--- config.mk ---
export PLATFORM = sky130hd
export DESIGN_NAME = umps_core
export DESIGN_NICKNAME = d
export VERILOG_FILES = /design/src/include/umps_pkg.sv /design/src/rtl/umps_core.sv
export SDC_FILE = /design/constraint.sdc
export NUM_CORES = 1
export LEC_CHECK = 0
export BUFFER_PORTS_ARGS = -buffer_cell sky130_fd_sc_hd__buf_2
export CAP_MARGIN = 20
export CORE_UTILIZATION = 35
export DETAILED_ROUTE_END_ITERATION = 8
export PLACE_DENSITY = 0.69
export SLEW_MARGIN = 20
export SYNTH_ARGS = -nofsm -noshare
export SYNTH_HDL_FRONTEND = slang
export SYNTH_SLANG_ARGS = --single-unit
--- constraint.sdc ---
create_clock -name aclk -period 5.1 [get_ports aclk]
set_clock_uncertainty 0.1 [all_clocks]
set_input_delay 0.51 -clock aclk [delete_from_list [all_inputs] [get_ports aclk]]
set_output_delay 0.51 -clock aclk [all_outputs]
set_load 0.05 [all_outputs]
--- src/include/umps_pkg.sv ---
`default_nettype none
package umps_pkg;
    localparam int          AW         = 6;
    // Register byte offsets
    localparam logic [5:0]  OFF_STATUS = 6'h00;
    localparam logic [5:0]  OFF_CTRL1  = 6'h04;
    localparam logic [5:0]  OFF_CTRL2  = 6'h08;
    localparam logic [5:0]  OFF_DATA   = 6'h0C;
    localparam logic [2:0]  SEL_STATUS = 3'h0;
    localparam logic [2:0]  SEL_CTRL1  = 3'h1;
    localparam logic [2:0]  SEL_CTRL2  = 3'h2;
    localparam logic [2:0]  SEL_DATA   = 3'h3;
    localparam logic [2:0]  SEL_NONE   = 3'h4;
    // Status bits
    localparam int          ST_TXE     = 7;
    localparam int          ST_TXD     = 6;
    localparam int          ST_RXF     = 5;
    localparam int          ST_IDLE    = 4;
    localparam int          ST_OVR     = 3;
    localparam int          ST_NOISE   = 2;
    localparam int          ST_FRAME   = 1;
    localparam int          ST_PAR     = 0;
    localparam logic [7:0]  ST_RESET   = 8'hC0;
    // Control one bits
    localparam int          C1_RX9     = 7;
    localparam int          C1_TX9     = 6;
    localparam int          C1_PDOWN   = 5;
    localparam int          C1_LEN9    = 4;
    localparam int          C1_WAKE    = 3;
    localparam int          C1_PCE     = 2;
    localparam int          C1_PS      = 1;
    localparam int          C1_PIE     = 0;
    localparam logic [6:0]  C1_RESET   = 7'h00;
    // Control two bits
    localparam int          C2_TXEIE   = 7;
    localparam int          C2_TXDIE   = 6;
    localparam int          C2_RXIE    = 5;
    localparam int          C2_IDLEIE  = 4;
    localparam int          C2_TE      = 3;
    localparam int          C2_RE      = 2;
    localparam int          C2_MUTE    = 1;
    localparam int          C2_BRK     = 0;
    localparam logic [7:0]  C2_RESET   = 8'h00;
    localparam logic [1:0]  RESP_OK    = 2'h0;
    localparam logic [1:0]  RESP_SLV   = 2'h2;
endpackage : umps_pkg
`default_nettype wire

--- src/rtl/umps_core.sv ---
// The placing of the registers and the AXI4-Lite register port were decided locally.
`default_nettype none
module umps_core
    import umps_pkg::*;
(
    input  wire logic                     aclk,
    input  wire logic                     aresetn,
    input  wire logic                     awvalid,
    output logic                          awready,
    input  wire logic [umps_pkg::AW-1:0]  awaddr,
    input  wire logic [2:0]               awprot,
    input  wire logic                     wvalid,
    output logic                          wready,
    input  wire logic [31:0]              wdata,
    input  wire logic [3:0]               wstrb,
    output logic                          bvalid,
    input  wire logic                     bready,
    output logic [1:0]                    bresp,
    input  wire logic                     arvalid,
    output logic                          arready,
    input  wire logic [umps_pkg::AW-1:0]  araddr,
    input  wire logic [2:0]               arprot,
    output logic                          rvalid,
    input  wire logic                     rready,
    output logic [31:0]                   rdata,
    output logic [1:0]                    rresp,
    input  wire logic                     rx_done,
    input  wire logic [8:0]               rx_bits,
    input  wire logic                     rx_noise,
    input  wire logic                     rx_framing,
    input  wire logic                     rx_idle_frame,
    input  wire logic                     rx_busy,
    input  wire logic                     tx_idle,
    input  wire logic                     tx_frame_done,
    input  wire logic                     tx_frame_data,
    input  wire logic                     irq_global_mask,
    input  wire logic                     halt_mode,
    input  wire logic                     wait_mode,
    output logic                          tx_load,
    output logic [8:0]                    tx_word,
    output logic                          tx_len_nine,
    output logic                          tx_parity_en,
    output logic                          tx_parity_odd,
    output logic                          tx_enable,
    output logic                          rx_enable,
    output logic                          send_break,
    output logic                          serial_run,
    output logic                          irq,
    output logic                          wait_wake
);
    import umps_pkg::*;

    ////////////////////////////////////////////////////////////////////////////
    typedef struct packed {
        logic       awready;
        logic       wready;
        logic       arready;
        logic       aw_got;
        logic [2:0] aw_sel;
        logic       w_got;
        logic [7:0] wdat;
        logic       wen;
        logic       bvalid;
        logic [1:0] bresp;
        logic       rvalid;
        logic [7:0] rdata;
        logic [1:0] rresp;
        logic [7:0] st;
        logic [7:0] arm;
        logic [6:0] cr1;
        logic       rx9;
        logic [7:0] cr2;
        logic [7:0] tx_hold;
        logic       tx_pend;
        logic [7:0] rx_hold;
        logic       idle_lock;
        logic       rx_len9;
        logic       rx_pce;
        logic       rx_ps;
        logic       tx_load;
        logic [8:0] tx_word;
        logic       tx_len9;
        logic       tx_pce;
        logic       tx_ps;
        logic       run;
        logic       irq;
        logic       wake;
    } umps_state_s;

    umps_state_s s;
    umps_state_s next_s;

    // Decoding shared by the read and write paths
    function automatic logic [2:0] umps_sel(input logic [AW-1:0] a);
        case (a)
            OFF_STATUS: umps_sel = SEL_STATUS;
            OFF_CTRL1:  umps_sel = SEL_CTRL1;
            OFF_CTRL2:  umps_sel = SEL_CTRL2;
            OFF_DATA:   umps_sel = SEL_DATA;
            default:    umps_sel = SEL_NONE;
        endcase
    endfunction : umps_sel

    // Parity of the low data bits; even parity bit equals this value
    function automatic logic umps_par(input logic [8:0] d, input logic len9);
        umps_par = len9 ? ^d[7:0] : ^d[6:0];
    endfunction : umps_par

    ////////////////////////////////////////////////////////////////////////////
    logic       do_wr;
    logic       do_rd;
    logic [2:0] rsel;
    logic       st_acc;
    logic       dr_rd;
    logic       dr_wr;
    logic       muted;
    logic       addr_mark;
    logic       deliver;
    logic       par_bad;
    logic [8:0] word;

    always_comb begin
        next_s = s;
        rsel = umps_sel(araddr);
        do_wr = s.aw_got && s.w_got && !s.bvalid;
        do_rd = arvalid && s.arready;
        st_acc = (do_rd && rsel == SEL_STATUS) || (do_wr && s.aw_sel == SEL_STATUS);
        dr_rd = do_rd && rsel == SEL_DATA;
        dr_wr = do_wr && s.aw_sel == SEL_DATA && s.wen;
        muted = s.cr2[C2_MUTE];
        // Top data bit, skipping the parity position when parity is on
        case ({s.rx_len9, s.rx_pce})
            2'b00:   addr_mark = rx_bits[7];
            2'b01:   addr_mark = rx_bits[6];
            2'b10:   addr_mark = rx_bits[8];
            default: addr_mark = rx_bits[7];
        endcase
        deliver = !muted || (s.cr1[C1_WAKE] && addr_mark);
        par_bad = s.rx_pce && (umps_par(rx_bits, s.rx_len9)
                  ^ (s.rx_len9 ? rx_bits[8] : rx_bits[7]) ^ s.rx_ps);
        word = {s.cr1[C1_TX9], s.tx_hold};
        if (s.cr1[C1_PCE]) begin
            if (s.cr1[C1_LEN9]) begin
                word[8] = umps_par(word, 1'b1) ^ s.cr1[C1_PS];
            end else begin
                word[7] = umps_par(word, 1'b0) ^ s.cr1[C1_PS];
            end
        end

        // AXI channel capture
        if (awvalid && s.awready) begin
            next_s.aw_got = 1'b1;
            next_s.aw_sel = umps_sel(awaddr);
        end
        if (wvalid && s.wready) begin
            next_s.w_got = 1'b1;
            next_s.wdat = wdata[7:0];
            next_s.wen = wstrb[0];
        end
        if (s.bvalid && bready) begin
            next_s.bvalid = 1'b0;
        end
        if (s.rvalid && rready) begin
            next_s.rvalid = 1'b0;
        end
        if (do_wr) begin
            next_s.aw_got = 1'b0;
            next_s.w_got = 1'b0;
            next_s.bvalid = 1'b1;
            next_s.bresp = (s.aw_sel == SEL_NONE) ? RESP_SLV : RESP_OK;
        end
        if (do_rd) begin
            next_s.rvalid = 1'b1;
            next_s.rresp = (rsel == SEL_NONE) ? RESP_SLV : RESP_OK;
            case (rsel)
                SEL_STATUS: next_s.rdata = s.st;
                SEL_CTRL1:  next_s.rdata = {s.rx9, s.cr1};
                SEL_CTRL2:  next_s.rdata = s.cr2;
                SEL_DATA:   next_s.rdata = s.rx_hold;
                default:    next_s.rdata = 8'h00;
            endcase
        end

        // Two-step clears first, so that hardware sets below win
        for (int b = 0; b < 8; b++) begin
            if ((b >= ST_TXD && dr_wr) || (b < ST_TXD && dr_rd)) begin
                if (s.arm[b]) begin
                    next_s.st[b] = 1'b0;
                    next_s.arm[b] = 1'b0;
                end
            end
            if (st_acc && s.st[b]) begin
                next_s.arm[b] = 1'b1;
            end
        end

        // Receive config follows the control bits only between bytes
        if (!rx_busy) begin
            next_s.rx_len9 = s.cr1[C1_LEN9];
            next_s.rx_pce = s.cr1[C1_PCE];
            next_s.rx_ps = s.cr1[C1_PS];
        end

        if (s.run && rx_done && deliver) begin
            if (muted) begin
                next_s.cr2[C2_MUTE] = 1'b0;
            end
            if (s.st[ST_RXF]) begin
                next_s.st[ST_OVR] = 1'b1;
            end else begin
                next_s.rx_hold = rx_bits[7:0];
                next_s.rx9 = s.rx_len9 ? rx_bits[8] : s.rx9;
                next_s.st[ST_RXF] = 1'b1;
                next_s.st[ST_NOISE] = rx_noise;
                next_s.st[ST_FRAME] = rx_framing;
                next_s.st[ST_PAR] = par_bad;
                next_s.idle_lock = 1'b0;
            end
        end
        if (s.run && rx_idle_frame) begin
            if (muted) begin
                if (!s.cr1[C1_WAKE]) begin
                    next_s.cr2[C2_MUTE] = 1'b0;
                end
            end else if (!s.idle_lock) begin
                next_s.st[ST_IDLE] = 1'b1;
                next_s.idle_lock = 1'b1;
            end
        end
        if (s.run && tx_frame_done && tx_frame_data) begin
            next_s.st[ST_TXD] = 1'b1;
        end

        // Holding register moves only once the empty flag was cleared
        next_s.tx_load = 1'b0;
        if (s.run && s.tx_pend && !s.st[ST_TXE] && tx_idle && !s.tx_load) begin
            next_s.tx_load = 1'b1;
            next_s.tx_pend = 1'b0;
            next_s.st[ST_TXE] = 1'b1;
            next_s.tx_word = word;
            next_s.tx_len9 = s.cr1[C1_LEN9];
            next_s.tx_pce = s.cr1[C1_PCE];
            next_s.tx_ps = s.cr1[C1_PS];
        end

        // Register writes; a control two write overrides a wake in the same cycle
        if (do_wr && s.wen) begin
            case (s.aw_sel)
                SEL_CTRL1: next_s.cr1 = s.wdat[6:0];
                SEL_CTRL2: next_s.cr2 = s.wdat;
                SEL_DATA: begin
                    next_s.tx_hold = s.wdat;
                    next_s.tx_pend = 1'b1;
                end
                default: next_s.tx_pend = next_s.tx_pend;
            endcase
        end

        next_s.awready = !next_s.aw_got && !next_s.bvalid;
        next_s.wready = !next_s.w_got && !next_s.bvalid;
        next_s.arready = !next_s.rvalid;
        // Power-down waits for both shifters to go quiet
        next_s.run = !halt_mode && !(s.cr1[C1_PDOWN] && !rx_busy && tx_idle);
        next_s.irq = !irq_global_mask && (
              (next_s.st[ST_TXE] && next_s.cr2[C2_TXEIE])
            || (next_s.st[ST_TXD] && next_s.cr2[C2_TXDIE])
            || (!next_s.cr2[C2_MUTE] && (
                   ((next_s.st[ST_RXF] || next_s.st[ST_OVR]) && next_s.cr2[C2_RXIE])
                || (next_s.st[ST_IDLE] && next_s.cr2[C2_IDLEIE])
                || (next_s.st[ST_PAR] && next_s.cr1[C1_PIE]))));
        next_s.wake = next_s.irq && wait_mode && !halt_mode;
    end

    ////////////////////////////////////////////////////////////////////////////
    always_ff @(posedge aclk) begin
        if (!aresetn) begin
            s <= '0;
            s.st <= ST_RESET;
            s.cr1 <= C1_RESET;
            s.cr2 <= C2_RESET;
        end else begin
            s <= next_s;
        end
    end

    assign awready = s.awready;
    assign wready = s.wready;
    assign arready = s.arready;
    assign bvalid = s.bvalid;
    assign bresp = s.bresp;
    assign rvalid = s.rvalid;
    assign rdata = {24'h000000, s.rdata};
    assign rresp = s.rresp;
    assign tx_load = s.tx_load;
    assign tx_word = s.tx_word;
    assign tx_len_nine = s.tx_len9;
    assign tx_parity_en = s.tx_pce;
    assign tx_parity_odd = s.tx_ps;
    assign tx_enable = s.cr2[C2_TE];
    assign rx_enable = s.cr2[C2_RE];
    assign send_break = s.cr2[C2_BRK];
    assign serial_run = s.run;
    assign irq = s.irq;
    assign wait_wake = s.wake;
endmodule : umps_core
`default_nettype wire

### Word-level counts from Yosys, hierarchy flattened

Cells that the tools add are included.

* mux-type cells: 72
* reduce and logical (&&, ||, !) cells: 87
* bitwise operators: 5
* equal/unequal tests: 16

Operator list (count)
* two-way mux 1 bit: 55
* logical AND 1 bit: 46
* case mux 8 bit (4 select lines): 1
* equality test 6 x 4 -> 1 bit (second input constant): 4
* case mux 3 bit (4 select lines): 2
* two-way mux 17 bit: 1
* two-way mux 8 bit: 2
* nonzero test 2 bit: 8
* XOR reduction 8 bit: 2
* XOR reduction 7 bit: 2
* zero test 1 bit: 13
* two-way mux 13 bit: 1
* equality test 3 x 2 -> 1 bit (second input constant): 4
* equality test 6 x 3 -> 1 bit (second input constant): 2
* zero test 6 bit: 2
* two-way mux 11 bit: 1
* two-way mux 10 bit: 1
* two-way mux 4 bit: 2
* AND reduction 2 bit: 4
* logical OR 1 bit: 7
* equality test 3 x 1 -> 1 bit (second input constant): 2
* equality test 3 bit (second input constant): 2
* zero test 3 bit: 2
* two-way mux 2 bit: 3
* other kinds (7): 11

* output and inout port bits: 60
* input bits: 81
* flip-flop bits (word level): 100
* word-level logic and storage cells: 222

### Longest topological paths before layout

Gate-level depths: netlist of run 1.

* depth after elaboration: 19
* gate-level depth with buffers: 8
* mapped depth without buffers: 8

### Least setup slack after synthesis of run 1

Ideal clock, no wire load.

* kind: reg2reg
* from: register s (netlist bit bvalid)
* to: register s (netlist bit wait_wake)
* slack: 2775 ps
* data arrival time: 2136 ps
* buffers on the path: 1
* cell stages (with the launch flop): 7
* data required time: 4912 ps
* library setup time: 88 ps
* clock period less this slack: 2325 ps
* path through: dfxtp_1 -> and3b_1 -> buf_4 -> and3_1 -> a2111oi_4 -> or3b_1 -> a311oi_2

* cells in the longest elaborated chain, start to end: 12
* elaborated cells on any way between the ends: 25
* classes of those cells: 6 x mux; 19 x reduce/logical

RTL lines
* start: declaration: line umps_core.sv:90 `umps_state_s s;`
* start signal: assignment: line umps_core.sv:282 `s <= next_s;`
* zero test 1 bit *: line umps_core.sv:125 `do_wr = s.aw_got && s.w_got && !s.bvalid;`
* logical AND 1 bit *: line umps_core.sv:125
* logical AND 1 bit (on tied branches): line umps_core.sv:129, umps_core.sv:247
* logical AND 1 bit / two-way mux 17 bit (equally long branches): line umps_core.sv:129, umps_core.sv:247
* two-way mux 1 bit (tied with other cells): line umps_core.sv:186 `if ((b >= ST_TXD && dr_wr) || (b < ST_TXD && dr_rd)) begin`
* two-way mux 1 bit (tied with other cells): line umps_core.sv:236 `if (s.run && s.tx_pend && !s.st[ST_TXE] && tx_idle && !s.tx_load) begin`
* logical AND 1 bit (tied with other cells): line umps_core.sv:265 `(next_s.st[ST_TXE] && next_s.cr2[C2_TXEIE])`
* logical OR 1 bit / logical AND 1 bit (equally long branches): line umps_core.sv:266, umps_core.sv:267
* logical OR 1 bit *: line umps_core.sv:267 `|| (!next_s.cr2[C2_MUTE] && (`
* logical AND 1 bit *: line umps_core.sv:264 `next_s.irq = !irq_global_mask && (`
* logical AND 1 bit * (2 in a row): line umps_core.sv:271 `next_s.wake = next_s.irq && wait_mode && !halt_mode;`

Mark *: on every way between the ends. The rest lies on a longest branch, timed or not.
A chain may end at the register's enable or synchronous reset.

### Worst setup path after layout of run 1

* from: register s[17] in the netlist's numbering
* to: register s (netlist bit wait_wake)

* cells in the longest elaborated chain, start to end: 17
* elaborated cells on any way between the ends: 27
* classes of those cells: 2 x eq/ne; 10 x mux; 15 x reduce/logical

RTL lines
* equality test 2 bit / equality test 2 x 1 -> 1 bit (equally long branches): line umps_core.sv:132 `case ({s.rx_len9, s.rx_pce})`
* case mux 1 bit (2 select lines): line umps_core.sv:132
* logical AND 1 bit: line umps_core.sv:138 `deliver = !muted || (s.cr1[C1_WAKE] && addr_mark);`
* logical OR 1 bit: line umps_core.sv:138
* logical AND 1 bit: line umps_core.sv:204 `if (s.run && rx_done && deliver) begin`
* two-way mux 1 bit: line umps_core.sv:204
* two-way mux 1 bit: line umps_core.sv:222 `if (!s.cr1[C1_WAKE]) begin`
* two-way mux 1 bit: line umps_core.sv:221 `if (muted) begin`
* two-way mux 1 bit: line umps_core.sv:220 `if (s.run && rx_idle_frame) begin`
* two-way mux 8 bit: line umps_core.sv:248 `case (s.aw_sel)`
* two-way mux 17 bit: line umps_core.sv:247 `if (do_wr && s.wen) begin`
* zero test 1 bit: line umps_core.sv:267
* logical AND 1 bit *: line umps_core.sv:267
* logical OR 1 bit *: line umps_core.sv:267
* logical AND 1 bit *: line umps_core.sv:264
* logical AND 1 bit * (2 in a row): line umps_core.sv:271

Marks and branches as above.

==> results.sh, run 1 <==
export IMPL_dr_pass1_iters=4
export IMPL_vdd_drop_max_uv=166.1
export IMPL_rsz0062_at_grt="false"
export IMPL_layout_common_cells="98 x dfxtp_1, 81 x buf_2, 66 x nand2_1, 62 x nor2_1, 38 x a21oi_1"
export IMPL_row_count=40
export IMPL_ys_types=53
export IMPL_n_fill_cell=1224
export IMPL_numCtsBuffers=9
export IMPL_drt_initial_drc_count=241
export IMPL_hold_viol=0
export IMPL_ys_ff_latch=98
export IMPL_placedCellCount=687
export IMPL_wl_per_cell_microns=14.77
export IMPL_crit_chain="inv_1, ha_1, nand3b_1, o2111ai_1, nor3_4, a31oi_1, or3b_1, a311oi_2"
export IMPL_hp_start="halt_mode"
export IMPL_io_pins=141
export IMPL_min_path_cells=2
export IMPL_grt_usage_pct=16.61
export IMPL_synth_area_sq_um=4399
export IMPL_leakagePower_nw=2.146
export IMPL_reg2reg_slack_ps=2280
export IMPL_setup_tns_ps=0
export IMPL_cp_required_ps=5250
export IMPL_fin_nets=613
export IMPL_cts_setup_buffers=0
export IMPL_cts_root_buf="clkbuf_16"
export IMPL_core_area_sq_um=12110
export IMPL_ant_nets=0
export IMPL_clk_pin_slew_ps=70
export IMPL_clock_path_buffers=2
export IMPL_final_cells=704
export IMPL_grt_pass1_wl_mm=16.66
export IMPL_start_util_pct=36.32
export IMPL_cp_slowest_cell="nor3_4"
export IMPL_min_delay_path_class="primary input to register"
export IMPL_dieArea_sq_um=13020
export IMPL_syn2layout_area_growth_pct=14.05
export IMPL_clock_sinks=98
export IMPL_die_h_microns=114.1
export IMPL_worst_setup_path_type="register to register"
export IMPL_route_detailed_drc=0
export IMPL_tightest_slew_ps=890.3
export IMPL_hold_end="wait_wake"
export IMPL_viasPerCell=4.848
export IMPL_ys_seq_area_share_pct=44.60
export IMPL_die_x_microns=114.1
export IMPL_clock_fmax_mhz=354.3
export IMPL_maxCapViolCount=0
export IMPL_antenna_found_initial=1
export IMPL_drt_total_wl_mm=10.40
export IMPL_cts_resized=0
export IMPL_grt_max_degree=89
export IMPL_synthFlopType="dfxtp_1"
export IMPL_hpwl_mm=7.642
export IMPL_r2r_start="s[17]"
export IMPL_period_needed_ps=2823
export IMPL_maxSlewHeadroom_pct=40.52
export IMPL_reg2reg_to="wait_wake"
export IMPL_ff2ff_path_depth=8
export IMPL_cts_hold_fix_buffers=0
export IMPL_grt_ovfl_total=0
export IMPL_mostFrequentLayoutCell="dfxtp_1"
export IMPL_place_congestion=0.8070
export IMPL_crit_fanout=12
export IMPL_synth_edf_count=0
export IMPL_synth_area_per_cell_sq_um=9.203
export IMPL_power_density_nw_per_um2=335.0
export IMPL_holdWs_ps=256.7
export IMPL_num_vias=3413
export IMPL_drive_gt1_share_pct=21.12
export IMPL_fin_crit_sh_pct=55.34
export IMPL_cts_tree="built"
export IMPL_top_register="s"
export IMPL_port_buffers=81
export IMPL_clock_latency_ps=350
export IMPL_crit_path_max_incr_delay_ps=580
export IMPL_finalPower_mw=1.681
export IMPL_arrival_ps=2980
export IMPL_status="finished, final reports clean"
export IMPL_async_reset_ff_share_pct=0
export IMPL_htreeDepth=3
export IMPL_syn_instance_count=478
export IMPL_critPathLaunchType="register"
export IMPL_slew_viol_final=0
export IMPL_cp_end_kind="register"
export IMPL_grt_pass1_vias=3306
export IMPL_yosys_warnings=0
export IMPL_setup_viol_count_final=0
export IMPL_largest_register_ffs=63
-- kinds of logic (layout without fill, tap and decap cells) --
| kind of cell | after synthesis | in the layout | share of synthesized area (%) |
|---|---|---|---|
| buffers and inverters | 72 | 104 | 10.27 |
| multiplexers | 41 | 41 | 11.60 |
| AO/OA/AOI/OAI | 74 | 74 | 11.01 |
| adder cells (fa/ha/maj) | 2 | 2 | 0.5687 |
| flip-flops | 98 | 98 | 44.60 |
| other | 1 | 27 | 0.08524 |
| AND/OR/NAND/NOR | 174 | 174 | 18.20 |
| XOR/XNOR | 16 | 16 | 3.669 |
-- per-stage QoR --
step | utilization (%) | instance area, sq um | setup WS [ps]
CTS | 41.40 | 5015 | 2251
detailed placement | 38.70 | 4687 | 2282
global route | 41.43 | 5017 | 2111
global placement | 38.70 | 4687 | 2384
finish | 41.43 | 5017 | 2277
floorplan | - | 4493 | 2775
-- metal layers --
layer	wire length (microns)	track usage [%]
met3	537	3.917
met5	0	0
met2	5181	28.53
met1	4465	20.07
met4	214	6.494
-- Yosys cell counts (all sizes together), types with 5 or more instances --
library cell  number  area, sq um
nor3               5        36.29
clkbuf            13        50.04
nand2             67        254.0
nor2              62        232.7
dfxtp             98         1962
mux4               8        180.2
inv                6        22.52
mux2i             33        330.3
a22oi             18        135.1
nand3             12        60.06
a21oi             38        190.2
xnor2             12        105.1
buf               53        379.1
-- worst max-delay path: cells and delay by family, from the launching register on --
family | cells | cell delay [ps]
and+or+nand+nor | 3 | 1170
AOI/OAI and AO/OA | 3 | 690
DFF | 1 | 380
adders and majority gates | 1 | 310
buffers and inverters | 1 | 70
-- layout make-up --
class | count | area [sq um] | area share, %
inverters | 6 | 22.52 | 0.4489
flip-flops and latches | 98 | 1962 | 39.10
repair buffers | 82 | 412.9 | 8.229
diodes | 1 | 2.502 | 0.04988
clock inverters | 6 | 88.84 | 1.771
multi-input cells | 333 | 2079 | 41.45
clock buffers | 10 | 239.0 | 4.763
well taps | 168 | 210.2 | 4.190
-- worst max path at each step --
stage | from | endpoint | slack, ps | cells past startpoint
after floorplan | bvalid | wait_wake | 2780 | 6
after global routing | s[17] | wait_wake | 2110 | 8
after CTS | s[17] | wait_wake | 2250 | 8
after detailed placement | s[17] | wait_wake | 2280 | 8
after global placement | s[17] | wait_wake | 2380 | 8
final | s[17] | wait_wake | 2280 | 8
-- report_power, final --
part / internal (mW) / leakage (nW) / switching, mW
sequential: 0.779 / 0.793 / 0.0141
combinational: 0.0445 / 1.19 / 0.107
clock: 0.445 / 0.160 / 0.292
total: 1.27 / 2.15 / 0.413
Note: power is estimated with default switching activity, not from simulation.
==> run 2: changes to the inputs <==
- clock period: 5.1 -> 2.9 ns (I/O delays scaled with it)
==> run 2 against run 1 <==
Effect of this change: first-iteration DRC count is 25% higher; global-route usage rose by 0.71 points; sequential cell count stayed put; via count increased by 1.7%.
==> results.sh, run 2 (synthesized netlist as in run 1, its figures left out) <==
export IMPL_status="finished, final reports clean"
export IMPL_num_vias=3472
export IMPL_min_delay_path_class="primary input to register"
export IMPL_maxCapViolCount=0
export IMPL_seqCellArea_sq_um=1962
export IMPL_r2r_start="s[17]"
export IMPL_clock_path_buffers=2
export IMPL_arrival_ps=2710
export IMPL_mostFrequentLayoutCell="dfxtp_1"
export IMPL_slew_viol_final=0
export IMPL_p_clk_share_pct=42.7
export IMPL_rsz0062_at_grt="false"
export IMPL_ant_nets=0
export IMPL_drive_gt1_share_pct=21.42
export IMPL_clock_sinks=98
export IMPL_multi_input_area_sq_um=2079
export IMPL_fin_crit_sh_pct=87.92
export IMPL_cts_hold_fix_buffers=0
export IMPL_reg2reg_slack_ps=350
export IMPL_start_util_pct=36.32
export IMPL_n_fill_cell=1253
export IMPL_cts_tree="built"
export IMPL_clk_pin_slew_ps=70
export IMPL_switchingPower_mw=0.7554
export IMPL_p_int_mw=2.153
export IMPL_drt_initial_drc_count=302
export IMPL_cp_top_family="compound AO/OA/AOI/OAI gates"
export IMPL_io_pins=141
export IMPL_route_detailed_drc=0
export IMPL_top_register="s"
export IMPL_htreeDepth=3
export IMPL_dpl_cell_area_sq_um=4702
export IMPL_min_path_cells=2
export IMPL_hold_end="wait_wake"
export IMPL_clock_latency_ps=350
export IMPL_hp_start="halt_mode"
export IMPL_leakagePower_nw=2.149
export IMPL_final_cells=705
export IMPL_diodes=0
export IMPL_maxSlewHeadroom_pct=40.39
export IMPL_grt_ovfl_total=0
export IMPL_numCtsBuffers=9
export IMPL_crit_buf_inv=1
export IMPL_hold_viol=0
export IMPL_core_area_sq_um=12110
export IMPL_vdd_drop_max_uv=289.5
export IMPL_setup_tns_ps=0
export IMPL_die_h_microns=114.1
export IMPL_largest_register_ffs=63
export IMPL_grt_pass1_vias=3475
export IMPL_wl_per_cell_microns=15.21
export IMPL_cts_root_buf="clkbuf_16"
export IMPL_power_frac_seq_pct=47.9
export IMPL_crit_path_max_incr_delay_ps=430
export IMPL_sw_frac_of_total_pct=25.97
export IMPL_row_count=40
export IMPL_setup_viol_count_final=0
export IMPL_final_util_pct=41.40
export IMPL_hpwl_mm=7.915
export IMPL_design_area_sq_um=5015
export IMPL_die_x_microns=114.1
export IMPL_reg2reg_to="wait_wake"
export IMPL_drt_total_wl_mm=10.72
export IMPL_tightest_slew_ps=894.1
export IMPL_power_density_nw_per_um2=579.9
export IMPL_worst_setup_path_type="register to register"
export IMPL_viasPerCell=4.925
export IMPL_cp_end_kind="register"
export IMPL_fin_nets=615
export IMPL_cp_required_ps=3060
export IMPL_placedCellCount=689
export IMPL_comb_power_share_pct=9.3
export IMPL_cts_setup_buffers=0
export IMPL_antenna_found_initial=0
export IMPL_dr_pass1_iters=4
export IMPL_port_buffers=81
export IMPL_layout_common_cells="98 x dfxtp_1, 81 x buf_2, 66 x nand2_1, 62 x nor2_1, 38 x a21oi_1"
export IMPL_clock_fmax_mhz=392.2
export IMPL_cp_slowest_cell="or3b_1"
export IMPL_dieArea_sq_um=13020
export IMPL_period_needed_ps=2550
export IMPL_grt_pass1_wl_mm=17.41
export IMPL_critPathLaunchType="register"
export IMPL_grt_max_degree=89
export IMPL_cts_resized=0
export IMPL_ff2ff_path_depth=8
export IMPL_crit_chain="inv_1, ha_1, nand3b_1, o2111a_1, a21oi_1, a2111oi_4, or3b_1, a311oi_2"
export IMPL_grt_usage_pct=17.32
export IMPL_syn2layout_area_growth_pct=13.99
export IMPL_place_congestion=0.8553
export IMPL_crit_fanout=4
-- run 2: metal layers --
layer | global-route usage (%) | part of all wire (%)
met5 | 0 | 0
met3 | 3.812 | 5.9
met2 | 30.14 | 50
met1 | 20.98 | 42
met4 | 6.234 | 2.1
-- run 2: power by group through the flow --
stage               registers (mW)  logic, mW  clock network [mW]
finish                        1.39      0.271                1.24
detailed placement            1.43      0.270                   0
global placement              1.42      0.265                   0
global route                  1.40      0.291                1.32
CTS                           1.39      0.271                1.26
floorplan                     1.44      0.212                   0
-- run 2: stage by stage --
step	total power, mW	hold WS (ps)	worst slack [ps]
after floorplan	1.647	257.9	575.5
after global placement	1.689	338.5	539.2
after detailed placement	1.695	345.1	408.0
after CTS	2.929	44.26	375.5
after global routing	3.012	51.79	226.1
final	2.908	57.97	350.3
-- run 2: area by class of cell --
| type | instances | share of cell area, % |
|---|---|---|
| timing repair buffer | 84 | 8.533 |
| tap | 168 | 4.192 |
| multi-input combinational | 333 | 41.47 |
| clock buffer | 10 | 4.765 |
| clock inverter | 6 | 1.472 |
| inverter | 6 | 0.4491 |
| sequential | 98 | 39.12 |
-- run 2: how the worst max path moves through the flow --
stage	from	endpoint	depth (start not counted)
2_1_floorplan	bvalid	wait_wake	6
3_3_place_gp	s[17]	wait_wake	8
3_5_place_dp	s[17]	wait_wake	8
4_1_cts	s[17]	wait_wake	8
5_1_grt	s[17]	wait_wake	8
6_report	s[17]	wait_wake	8
